File: src/include/pepw_pkg.sv
// constants for the host-side controller of a parallel page-write eeprom
// assumes a 125 MHz system clock and pins sampled as synchronous inputs
package pepw_pkg;

  // ==========================================================
  // clock and device timing
  localparam int CLK_PERIOD_NS = 8;
  localparam int T_FILTER_NS = 15;   // device glitch filter on strobes
  localparam int T_ACC_NS = 150;     // read access time
  localparam int T_BLW_US = 150;     // byte load window
  localparam int T_LOCKOUT_MS = 5;   // power-up write lockout
  // strobe low time: rounded up, plus one cycle since the filter figure is typical
  localparam int STROBE_CYC = (T_FILTER_NS + CLK_PERIOD_NS - 1) / CLK_PERIOD_NS + 1;
  localparam int ACC_CYC = (T_ACC_NS + CLK_PERIOD_NS - 1) / CLK_PERIOD_NS;
  localparam int BLW_CYC = (T_BLW_US * 1000) / CLK_PERIOD_NS;
  localparam int LOCKOUT_CYC = (T_LOCKOUT_MS * 1000000 + CLK_PERIOD_NS - 1) / CLK_PERIOD_NS;
  localparam int GAP_GUARD_CYC = 8;  // margin for issue latency into the window
  localparam int CNT_W = 20;
  localparam int STB_CNT_W = 5;

  // ==========================================================
  // bus geometry
  localparam int ADDR_W = 13;
  localparam int DATA_W = 8;
  localparam int PAGE_LSB = 6;
  localparam int PAGE_W = 7;
  localparam logic [6:0] ID_PAGE = 7'h7f;  // id area at 1fc0..1fff
  localparam int POLL_BIT = 7;
  localparam int TOGGLE_BIT = 6;
  localparam logic [1:0] SEQ_LEN = 2'h3;

  // ==========================================================
  // command codes
  localparam logic [2:0] OP_READ = 3'h0;
  localparam logic [2:0] OP_WRITE = 3'h1;
  localparam logic [2:0] OP_WRITE_PROT = 3'h2;
  localparam logic [2:0] OP_LOCK_ON = 3'h3;
  localparam logic [2:0] OP_LOCK_OFF = 3'h4;

  // command prefix kinds
  localparam logic [1:0] SEQ_NONE = 2'h0;
  localparam logic [1:0] SEQ_ON = 2'h1;
  localparam logic [1:0] SEQ_OFF = 2'h2;

endpackage

File: src/hdl/pepw_strobe.sv
// single pin cycle engine: one read or one write strobe on the eeprom bus
// assumes the caller waits for done before the next start
`timescale 1ns/1ps
module pepw_strobe (
  // clock and reset
  input wire logic clk,
  input wire logic reset_n,
  // request
  input wire logic start,
  input wire logic write,
  input wire logic [12:0] addr,
  input wire logic [7:0] wdata,
  // answer
  output logic done,
  output logic [7:0] rdata,
  // pins
  output logic [12:0] addr_o,
  output logic ce_n,
  output logic oe_n,
  output logic we_n,
  input wire logic [7:0] dq_i,
  output logic [7:0] dq_o,
  output logic dq_oe
);

  // ==========================================================
  // state
  typedef enum logic [3:0] {
    ST_IDLE = 4'h1,
    ST_SETUP = 4'h2,
    ST_STROBE = 4'h4,
    ST_HOLD = 4'h8
  } pepw_stb_st_t;

  typedef struct packed {
    pepw_stb_st_t st;
    logic [pepw_pkg::STB_CNT_W-1:0] cnt;
    logic wr;
    logic [12:0] addr;
    logic [7:0] wdata;
    logic ce_n;
    logic oe_n;
    logic we_n;
    logic dq_oe;
    logic done;
    logic [7:0] rdata;
  } pepw_stb_t;

  localparam logic [4:0] WR_LAST = 5'(pepw_pkg::STROBE_CYC - 1);
  localparam logic [4:0] RD_LAST = 5'(pepw_pkg::ACC_CYC - 1);

  pepw_stb_t s_q;
  pepw_stb_t s_d;

  // ==========================================================
  // next state
  always_comb begin
    s_d = s_q;
    s_d.done = 1'b0;
    unique case (s_q.st)
      ST_IDLE: begin
        if (start) begin
          s_d.st = ST_SETUP;
          s_d.wr = write;
          s_d.addr = addr;
          s_d.wdata = wdata;
          s_d.cnt = '0;
          s_d.ce_n = 1'b0;
          s_d.oe_n = write;  // gate stays high through any write
          s_d.dq_oe = write; // released on reads so the device can drive
        end
      end
      ST_SETUP: begin
        s_d.st = ST_STROBE;
        // address is taken at this later falling edge of the write strobe
        if (s_q.wr) begin
          s_d.we_n = 1'b0;
        end
      end
      ST_STROBE: begin
        s_d.cnt = s_q.cnt + 1'b1;
        if (s_q.wr && s_q.cnt == WR_LAST) begin
          // long enough to pass the glitch filter
          s_d.we_n = 1'b1; // data taken at this first rising edge
          s_d.st = ST_HOLD;
        end else if (!s_q.wr && s_q.cnt == RD_LAST) begin
          s_d.rdata = dq_i;
          s_d.oe_n = 1'b1;
          s_d.ce_n = 1'b1;
          s_d.st = ST_HOLD;
        end
      end
      ST_HOLD: begin
        // chip select rises after the write strobe, data held one cycle more
        s_d.ce_n = 1'b1;
        s_d.dq_oe = 1'b0;
        s_d.done = 1'b1;
        s_d.st = ST_IDLE;
      end
    endcase
  end

  // ==========================================================
  // registers
  always_ff @(posedge clk) begin
    if (!reset_n) begin
      s_q <= '0;
      s_q.st <= ST_IDLE;
      s_q.ce_n <= 1'b1;
      s_q.oe_n <= 1'b1;
      s_q.we_n <= 1'b1;
    end else begin
      s_q <= s_d;
    end
  end

  assign done = s_q.done;
  assign rdata = s_q.rdata;
  assign addr_o = s_q.addr;
  assign ce_n = s_q.ce_n;
  assign oe_n = s_q.oe_n;
  assign we_n = s_q.we_n;
  assign dq_o = s_q.wdata;
  assign dq_oe = s_q.dq_oe;

endmodule

File: src/hdl/pepw_host.sv
// host controller for a parallel page-write eeprom: reads, page loads,
// completion polling and the write-lock command sequences
// assumes a single device on the pins and one outstanding command at a time
`timescale 1ns/1ps
module pepw_host #(
  parameter int BLW_CYC = pepw_pkg::BLW_CYC,
  parameter int LOCKOUT_CYC = pepw_pkg::LOCKOUT_CYC,
  // command sequences, entry 0 issued first
  parameter logic [2:0][12:0] SEQ_ON_ADDR = {13'h0003, 13'h0002, 13'h0001},
  parameter logic [2:0][7:0] SEQ_ON_DATA = {8'h33, 8'h22, 8'h11},
  parameter logic [2:0][12:0] SEQ_OFF_ADDR = {13'h0006, 13'h0005, 13'h0004},
  parameter logic [2:0][7:0] SEQ_OFF_DATA = {8'h66, 8'h55, 8'h44}
) (
  // clock and reset
  input wire logic CLK,
  input wire logic RESET_N,
  // command
  input wire logic CMD_VALID,
  output logic CMD_READY,
  input wire logic [2:0] CMD_OP,
  input wire logic [12:0] CMD_ADDR,
  input wire logic [7:0] CMD_DATA,
  input wire logic CMD_LAST,
  input wire logic CMD_ID,
  // answer
  output logic RSP_VALID,
  output logic [7:0] RSP_DATA,
  // supply
  input wire logic SUPPLY_GOOD,
  output logic WRITE_READY,
  // eeprom pins
  output logic [12:0] EE_ADDR,
  output logic EE_CE_N,
  output logic EE_OE_N,
  output logic EE_WE_N,
  input wire logic [7:0] EE_DQ_I,
  output logic [7:0] EE_DQ_O,
  output logic EE_DQ_OE,
  output logic EE_ID_HV
);

  // ==========================================================
  // state
  typedef enum logic [5:0] {
    S_IDLE = 6'h01,
    S_ISSUE = 6'h02,
    S_WAIT = 6'h04,
    S_GAP = 6'h08,
    S_PREAD = 6'h10,
    S_PWAIT = 6'h20
  } pepw_st_t;

  typedef struct packed {
    pepw_st_t st;
    logic wr_ok;
    logic [pepw_pkg::CNT_W-1:0] lock_cnt;
    logic [pepw_pkg::CNT_W-1:0] gap_cnt;
    logic [6:0] page;
    logic last_id;
    logic [12:0] last_addr;
    logic [7:0] last_data;
    logic [1:0] seq_idx;
    logic [1:0] seq_kind;
    logic [2:0] op;
    logic [12:0] addr;
    logic [7:0] data;
    logic last;
    logic id;
    logic after_poll;
    logic end_rsp;
    logic tog_only;
    logic poll_n;
    logic [7:0] first_rd;
    logic cmd_ready;
    logic rsp_valid;
    logic [7:0] rsp_data;
    logic go;
    logic go_wr;
    logic [12:0] go_addr;
    logic [7:0] go_data;
    logic id_hv;
  } pepw_host_t;

  localparam logic [19:0] LOCK_LIM = 20'(LOCKOUT_CYC);
  localparam logic [19:0] GAP_LIM = 20'(BLW_CYC - pepw_pkg::GAP_GUARD_CYC);

  pepw_host_t s_q;
  pepw_host_t s_d;
  logic stb_done;
  logic [7:0] stb_rdata;
  logic [12:0] eff_addr;
  logic in_seq;

  // prefix kind for a command
  function automatic logic [1:0] seq_of(input logic [2:0] op);
    logic [1:0] k;
    k = pepw_pkg::SEQ_NONE;
    if (op == pepw_pkg::OP_LOCK_OFF) begin
      k = pepw_pkg::SEQ_OFF;
    end else if (op == pepw_pkg::OP_LOCK_ON || op == pepw_pkg::OP_WRITE_PROT) begin
      k = pepw_pkg::SEQ_ON;
    end
    return k;
  endfunction

  // id accesses are forced into the top page
  assign eff_addr = s_q.id ? {pepw_pkg::ID_PAGE, s_q.addr[5:0]} : s_q.addr;
  assign in_seq = (s_q.seq_kind != pepw_pkg::SEQ_NONE) && (s_q.seq_idx != pepw_pkg::SEQ_LEN);

  // ==========================================================
  // next state
  always_comb begin
    s_d = s_q;
    s_d.go = 1'b0;
    s_d.rsp_valid = 1'b0;

    // writes held off until supply is good and the lockout has run
    if (!SUPPLY_GOOD) begin
      s_d.lock_cnt = '0;
      s_d.wr_ok = 1'b0;
    end else if (s_q.lock_cnt == LOCK_LIM) begin
      s_d.wr_ok = 1'b1;
    end else begin
      s_d.lock_cnt = s_q.lock_cnt + 1'b1;
    end

    unique case (s_q.st)
      S_IDLE: begin
        if (s_q.cmd_ready && CMD_VALID) begin
          s_d.op = CMD_OP;
          s_d.addr = CMD_ADDR;
          s_d.data = CMD_DATA;
          s_d.last = CMD_LAST;
          s_d.id = CMD_ID;
          s_d.seq_kind = seq_of(CMD_OP);
          s_d.seq_idx = '0;
          s_d.cmd_ready = 1'b0;
          s_d.st = S_ISSUE;
        end
      end
      S_ISSUE: begin
        // any write, prefix included, waits out the lockout
        if (s_q.op == pepw_pkg::OP_READ || s_q.wr_ok) begin
          s_d.go = 1'b1;
          s_d.st = S_WAIT;
          s_d.go_wr = 1'b1;
          s_d.id_hv = 1'b0;
          if (in_seq) begin
            // prefix bytes go back to back, well inside the window
            if (s_q.seq_kind == pepw_pkg::SEQ_OFF) begin
              s_d.go_addr = SEQ_OFF_ADDR[s_q.seq_idx];
              s_d.go_data = SEQ_OFF_DATA[s_q.seq_idx];
            end else begin
              s_d.go_addr = SEQ_ON_ADDR[s_q.seq_idx];
              s_d.go_data = SEQ_ON_DATA[s_q.seq_idx];
            end
          end else begin
            s_d.go_wr = (s_q.op != pepw_pkg::OP_READ);
            s_d.go_addr = eff_addr;
            s_d.go_data = s_q.data;
            s_d.id_hv = s_q.id;
          end
        end
      end
      S_WAIT: begin
        if (stb_done) begin
          if (in_seq) begin
            s_d.seq_idx = s_q.seq_idx + 1'b1;
            s_d.st = S_ISSUE;
            if (s_q.seq_idx == 2'h2 && s_q.op != pepw_pkg::OP_WRITE_PROT) begin
              // lock change: wait out the program time by toggle polling
              s_d.last_addr = s_q.go_addr;
              s_d.last_id = 1'b0;
              s_d.tog_only = 1'b1; // sequence data is not stored
              s_d.end_rsp = 1'b1;
              s_d.after_poll = 1'b0;
              s_d.poll_n = 1'b0;
              s_d.st = S_PREAD;
            end
          end else if (s_q.op == pepw_pkg::OP_READ) begin
            s_d.rsp_valid = 1'b1;
            s_d.rsp_data = stb_rdata;
            s_d.cmd_ready = 1'b1;
            s_d.st = S_IDLE;
          end else begin
            // byte loaded into the page; low bits pick the slot
            s_d.last_addr = eff_addr;
            s_d.last_data = s_q.data;
            s_d.last_id = s_q.id;
            s_d.page = eff_addr[12:6];
            s_d.gap_cnt = '0;
            s_d.tog_only = 1'b0;
            s_d.poll_n = 1'b0;
            s_d.after_poll = 1'b0;
            s_d.end_rsp = 1'b1;
            if (s_q.last) begin
              s_d.st = S_PREAD;
            end else begin
              // a last byte answers only once polling ends, so one answer per command
              s_d.rsp_valid = 1'b1;
              s_d.cmd_ready = 1'b1;
              s_d.st = S_GAP;
            end
          end
        end
      end
      S_GAP: begin
        s_d.gap_cnt = s_q.gap_cnt + 1'b1;
        if (s_q.cmd_ready && CMD_VALID) begin
          s_d.op = CMD_OP;
          s_d.addr = CMD_ADDR;
          s_d.data = CMD_DATA;
          s_d.last = CMD_LAST;
          s_d.id = CMD_ID;
          s_d.seq_idx = '0;
          s_d.cmd_ready = 1'b0;
          if ((CMD_OP == pepw_pkg::OP_WRITE || CMD_OP == pepw_pkg::OP_WRITE_PROT) &&
              CMD_ID == s_q.last_id &&
              (CMD_ID ? pepw_pkg::ID_PAGE : CMD_ADDR[12:6]) == s_q.page) begin
            // same page: keep loading, prefix already given at page start
            s_d.seq_kind = pepw_pkg::SEQ_NONE;
            s_d.st = S_ISSUE;
          end else begin
            // other page or a read: finish this load first
            s_d.seq_kind = seq_of(CMD_OP);
            s_d.after_poll = 1'b1;
            s_d.end_rsp = 1'b0;
            s_d.st = S_PREAD;
          end
        end else if (s_q.gap_cnt == GAP_LIM) begin
          // window closing: the device programs what it holds
          s_d.cmd_ready = 1'b0;
          s_d.end_rsp = 1'b0;
          s_d.st = S_PREAD;
        end
      end
      S_PREAD: begin
        // poll the last byte written
        s_d.go = 1'b1;
        s_d.go_wr = 1'b0;
        s_d.go_addr = s_q.last_addr;
        s_d.id_hv = s_q.last_id;
        s_d.st = S_PWAIT;
      end
      S_PWAIT: begin
        if (stb_done) begin
          s_d.first_rd = stb_rdata;
          s_d.poll_n = 1'b1;
          s_d.st = S_PREAD;
          // done when bit 6 stops toggling and, unless tog_only is set, bit 7 reads true
          if (s_q.poll_n &&
              s_q.first_rd[pepw_pkg::TOGGLE_BIT] == stb_rdata[pepw_pkg::TOGGLE_BIT] &&
              (s_q.tog_only ||
               stb_rdata[pepw_pkg::POLL_BIT] == s_q.last_data[pepw_pkg::POLL_BIT])) begin
            s_d.poll_n = 1'b0;
            if (s_q.after_poll) begin
              s_d.after_poll = 1'b0;
              s_d.st = S_ISSUE;
            end else begin
              s_d.rsp_valid = s_q.end_rsp;
              s_d.rsp_data = stb_rdata;
              s_d.cmd_ready = 1'b1;
              s_d.st = S_IDLE;
            end
          end
        end
      end
    endcase
  end

  // ==========================================================
  // registers
  always_ff @(posedge CLK) begin
    if (!RESET_N) begin
      s_q <= '0;
      s_q.st <= S_IDLE;
      s_q.cmd_ready <= 1'b1;
    end else begin
      s_q <= s_d;
    end
  end

  // ==========================================================
  // pin cycle engine
  pepw_strobe u_strobe (
    .clk(CLK),
    .reset_n(RESET_N),
    .start(s_q.go),
    .write(s_q.go_wr),
    .addr(s_q.go_addr),
    .wdata(s_q.go_data),
    .done(stb_done),
    .rdata(stb_rdata),
    .addr_o(EE_ADDR),
    .ce_n(EE_CE_N),
    .oe_n(EE_OE_N),
    .we_n(EE_WE_N),
    .dq_i(EE_DQ_I),
    .dq_o(EE_DQ_O),
    .dq_oe(EE_DQ_OE)
  );

  assign CMD_READY = s_q.cmd_ready;
  assign RSP_VALID = s_q.rsp_valid;
  assign RSP_DATA = s_q.rsp_data;
  assign WRITE_READY = s_q.wr_ok;
  assign EE_ID_HV = s_q.id_hv;

endmodule

File: config.mk
export PLATFORM = sky130hd
export DESIGN_NAME = pepw_host
export DESIGN_NICKNAME = d
export VERILOG_FILES = /design/src/include/pepw_pkg.sv /design/src/hdl/pepw_strobe.sv /design/src/hdl/pepw_host.sv
export SDC_FILE = /design/constraint.sdc
export NUM_CORES = 1
export LEC_CHECK = 0
export BUFFER_PORTS_ARGS = -buffer_cell sky130_fd_sc_hd__buf_2
export CORE_MARGIN = 5
export CORE_UTILIZATION = 50
export DETAILED_ROUTE_END_ITERATION = 10
export PLACE_DENSITY = 0.8
export SYNTH_ARGS = -nofsm -noshare
export SYNTH_HDL_FRONTEND = slang
export SYNTH_SLANG_ARGS = --single-unit
export TNS_END_PERCENT = 5
File: constraint.sdc
create_clock -name CLK -period 2.1 [get_ports CLK]
set_input_delay 0.42 -clock CLK [delete_from_list [all_inputs] [get_ports CLK]]
set_output_delay 0.42 -clock CLK [all_outputs]
set_load 0.02 [all_outputs]
==> out/results.tsv <==
metric	value	unit
synth_area	8260	µm²
synthMuxAreaShare	1.86	%
crit_start	s_q[75]$_SDFFE_PN0P_	
rsz0062_at_grt	true	
cts_buffers	17	
setup_viol	0	
ys_types	68	
first_iter_violations	590	
grt-ovfl-total	0	
postCtsSetupBuffers	0	
grt_usage	20.1	%
area.growth.synth_to_final	16.3	%
worst_slew_pin_slew	0.543	ns
cts_tree	yes	
max-vdd-ir-drop	0.623	mV
cts_resized	0	
cpMaxStageDelayCell	or3_1	
p_int	5.52	mW
fin_skew	0.0126	ns
min_from	CMD_ADDR[1]	
clk_latency	0.44	ns
grt_antenna_before_repair	5	
via_per_inst	5.59	
use_met1	26.4	%
grt_pass1_vias	6715	
clkTransAtPathRegs	0.07	ns
synth_compound_gate_area_share	19.6	%
initial_core_util	50.3	%
cp_top_family	compound AO/OA/AOI/OAI gates	
drc_errors	0	
synthAdderAreaFrac	1.51	%
nNetsFinal	1112	
leakage	3.56	nW
synth_top_family_by_area	simple AND/OR/NAND/NOR gates	
grtUsageMet2	31.8	%
critPathKind	reg -> reg	
num_rows	47	
drv_slew	0	
seqPwrFrac	48.2	%
pwr-share-clk	42.0	%
yosysTopAreaCellShare	44.1	%
synth_nets	1039	
ys_seq_elements	182	
fp.dieW	139	µm
top_usage_layer	met2	
route.vias.total	7271	
combPwrFrac	9.8	%
htreeDepth	4	
maxSlewHeadroom	62.8	%
die_area	19200	µm²
seq_area_frac_synth	44.1	%
tns	0	ns
min_period	2.08	ns
p_switching	1.96	mW
io_buffers	74	
ant_nets	0	
cts_root_buf	clkbuf_16	
min_period_over_period	98.9	%
cts.sinks	182	
hold_viol_final	0	
yosysTopAreaCell	dfxtp_1	
maxCapViolations	0	
hold_class	in -> reg	
fillCellCount	1412	
dpl.hpwl	13.8	mm
ios	75	
grt_pass1_wl	32.5	mm
gp_congestion	0.956	
total_power	7.48	mW
clock.fmax	0.481	GHz
grt_max_degree	48	
yosys_warnings	0	
slowest_delay	0.37	ns
crit_path_end_kind	flip-flop	
power_density	779	nW/µm²
layout-drive-gt1-share	18.7	%
timing.rr.start	s_q[75]$_SDFFE_PN0P_	
drt_pass1_iterations	6	
synth_xor_area_share	3.50	%
cts_hold_buf	0	
finalWirelength	19.4	mm
yosys.area_share.simple	23.2	%
critPathLaunchType	flip-flop	
grtUsageMet3	5.94	%
crit_chain	ha_1 > o21ba_2 > o211ai_1 > buf_4 > o2111ai_2 > or3_1 > a21oi_1	
arrival	2.44	ns
fp.dieH	139	µm
synth_ff_type	dfxtp_1	
clockBufferDepth	2	
synth.avg_cell_area	8.33	µm²
switching_share	26.2	%
status	complete, no violations	
synth_top_cells_by_area	dfxtp_1, nand2_1, a21oi_1, nor2_1, buf_4	
synth_edf_count	0	
async_reset_ff_share	0	%
cp_num_buf_inv	1	
crit_required	2.46	ns
routedWlPerCell	15.0	µm
syn_inst	991	
coreArea	16400	µm²
cp_max_fo	10	
## cells by family after synthesis
family,Yosys count
AND/OR/NAND/NOR,403
AO/OA/AOI/OAI,246
flip-flops,182
buffers and inverters,102
XOR/XNOR,33
multiplexers,15
adder cells (fa/ha/maj),10
## cells in the final DEF, fill, tap and decap left out, types with 20 or more instances in the layout
| cell type | n |
|---|---|
| nor2_1 | 117 |
| o21ai_0 | 26 |
| buf_2 | 74 |
| a211oi_1 | 25 |
| buf_4 | 64 |
| nand2_1 | 150 |
| dfxtp_1 | 181 |
| a21oi_1 | 99 |
| nand3_1 | 22 |
| a22oi_1 | 20 |
## Yosys cell counts (6+ instances only)
cell and n:
mux2i_1 12, nor2_1 118, buf_2 9, a211oi_1 25
a22oi_1 20, inv_1 15, nor4b_1 7, o211ai_1 6
xor2_1 18, o2111ai_1 10, xnor2_1 15, nor4_1 7
a21oi_1 101, nand3_1 22, nand4_1 11, ha_1 10
o21ai_0 28, a22o_1 14, nor3_1 17, buf_4 30
and2_1 8, nand2b_1 8, dfxtp_1 182, or3_1 11
a31oi_1 6, clkbuf_1 44, and3_1 8, nand2_1 150
## metal layers
metal  up-vias  wire, µm
li1       3635         -
met1      3388      8730
met2       213      9050
met3        31      1350
met4         4       304
met5         -        21
## sequential cells by signal (all words and copies together) (netlist names), 8 cells and up
register	count
u_strobe.s_q	10
s_q	126
RSP_DATA	8
u_strobe.dq_o	8
u_strobe.rdata	8
u_strobe.addr_o	13
## cell type report
class / count / area [µm²] / area share, %
Clock inverter: 12 / 131 / 1.37
Timing Repair Buffer: 141 / 911 / 9.49
Antenna cell: 3 / 7.51 / 0.0782
Multi-Input combinational cell: 707 / 4130 / 43.0
Tap cell: 220 / 275 / 2.87
Sequential cell: 182 / 3640 / 38.0
Clock buffer: 20 / 447 / 4.65
Inverter: 15 / 57.6 / 0.599
## worst paths after layout
path         cells past startpoint  slack [ns]                          endpoint
max                              7        0.02             s_q[119]$_SDFFE_PN0P_
min                              3        0.21              s_q[57]$_SDFFE_PN0P_
max reg2reg                      7        0.02             s_q[119]$_SDFFE_PN0P_
min reg2reg                      2        0.45  u_strobe.addr_o[10]$_SDFFE_PN0P_
## power groups by stage
| stage | Combinational, mW | Clock, mW | Sequential, mW |
|---|---|---|---|
| 6_report | 0.734 | 3.14 | 3.61 |
| 5_1_grt | 0.805 | 3.35 | 3.62 |
| 4_1_cts | 0.728 | 3.20 | 3.61 |
| 3_5_place_dp | 0.724 | 0 | 3.68 |
| 3_3_place_gp | 0.711 | 0 | 3.68 |
| 2_1_floorplan | 0.462 | 0 | 3.66 |
## through the flow
stage / util (%) / cell area (µm²) / worst slack (ns) / hold WS (ns) / cells
after floorplan: - / 8260 / 0.0799 / 0.429 / 991
after global placement: 54.9 / 9000 / 0.0172 / 0.437 / 1265
after detailed placement: 54.9 / 9000 / 0.00814 / 0.442 / 1265
after CTS: 58.4 / 9580 / 0.0515 / 0.203 / 1297
after global routing: 58.5 / 9600 / -0.0769 / 0.215 / 1300
final: 58.5 / 9600 / 0.0224 / 0.214 / 1300
## worst reg2reg max path, cell delays in order (launching register included)
cell and delay (ns):
dfxtp_1 0.36, ha_1 0.21, o21ba_2 0.19, o211ai_1 0.29, buf_4 0.22, o2111ai_2 0.23
or3_1 0.37, a21oi_1 0.14
(Power assumes the default switching activity.)
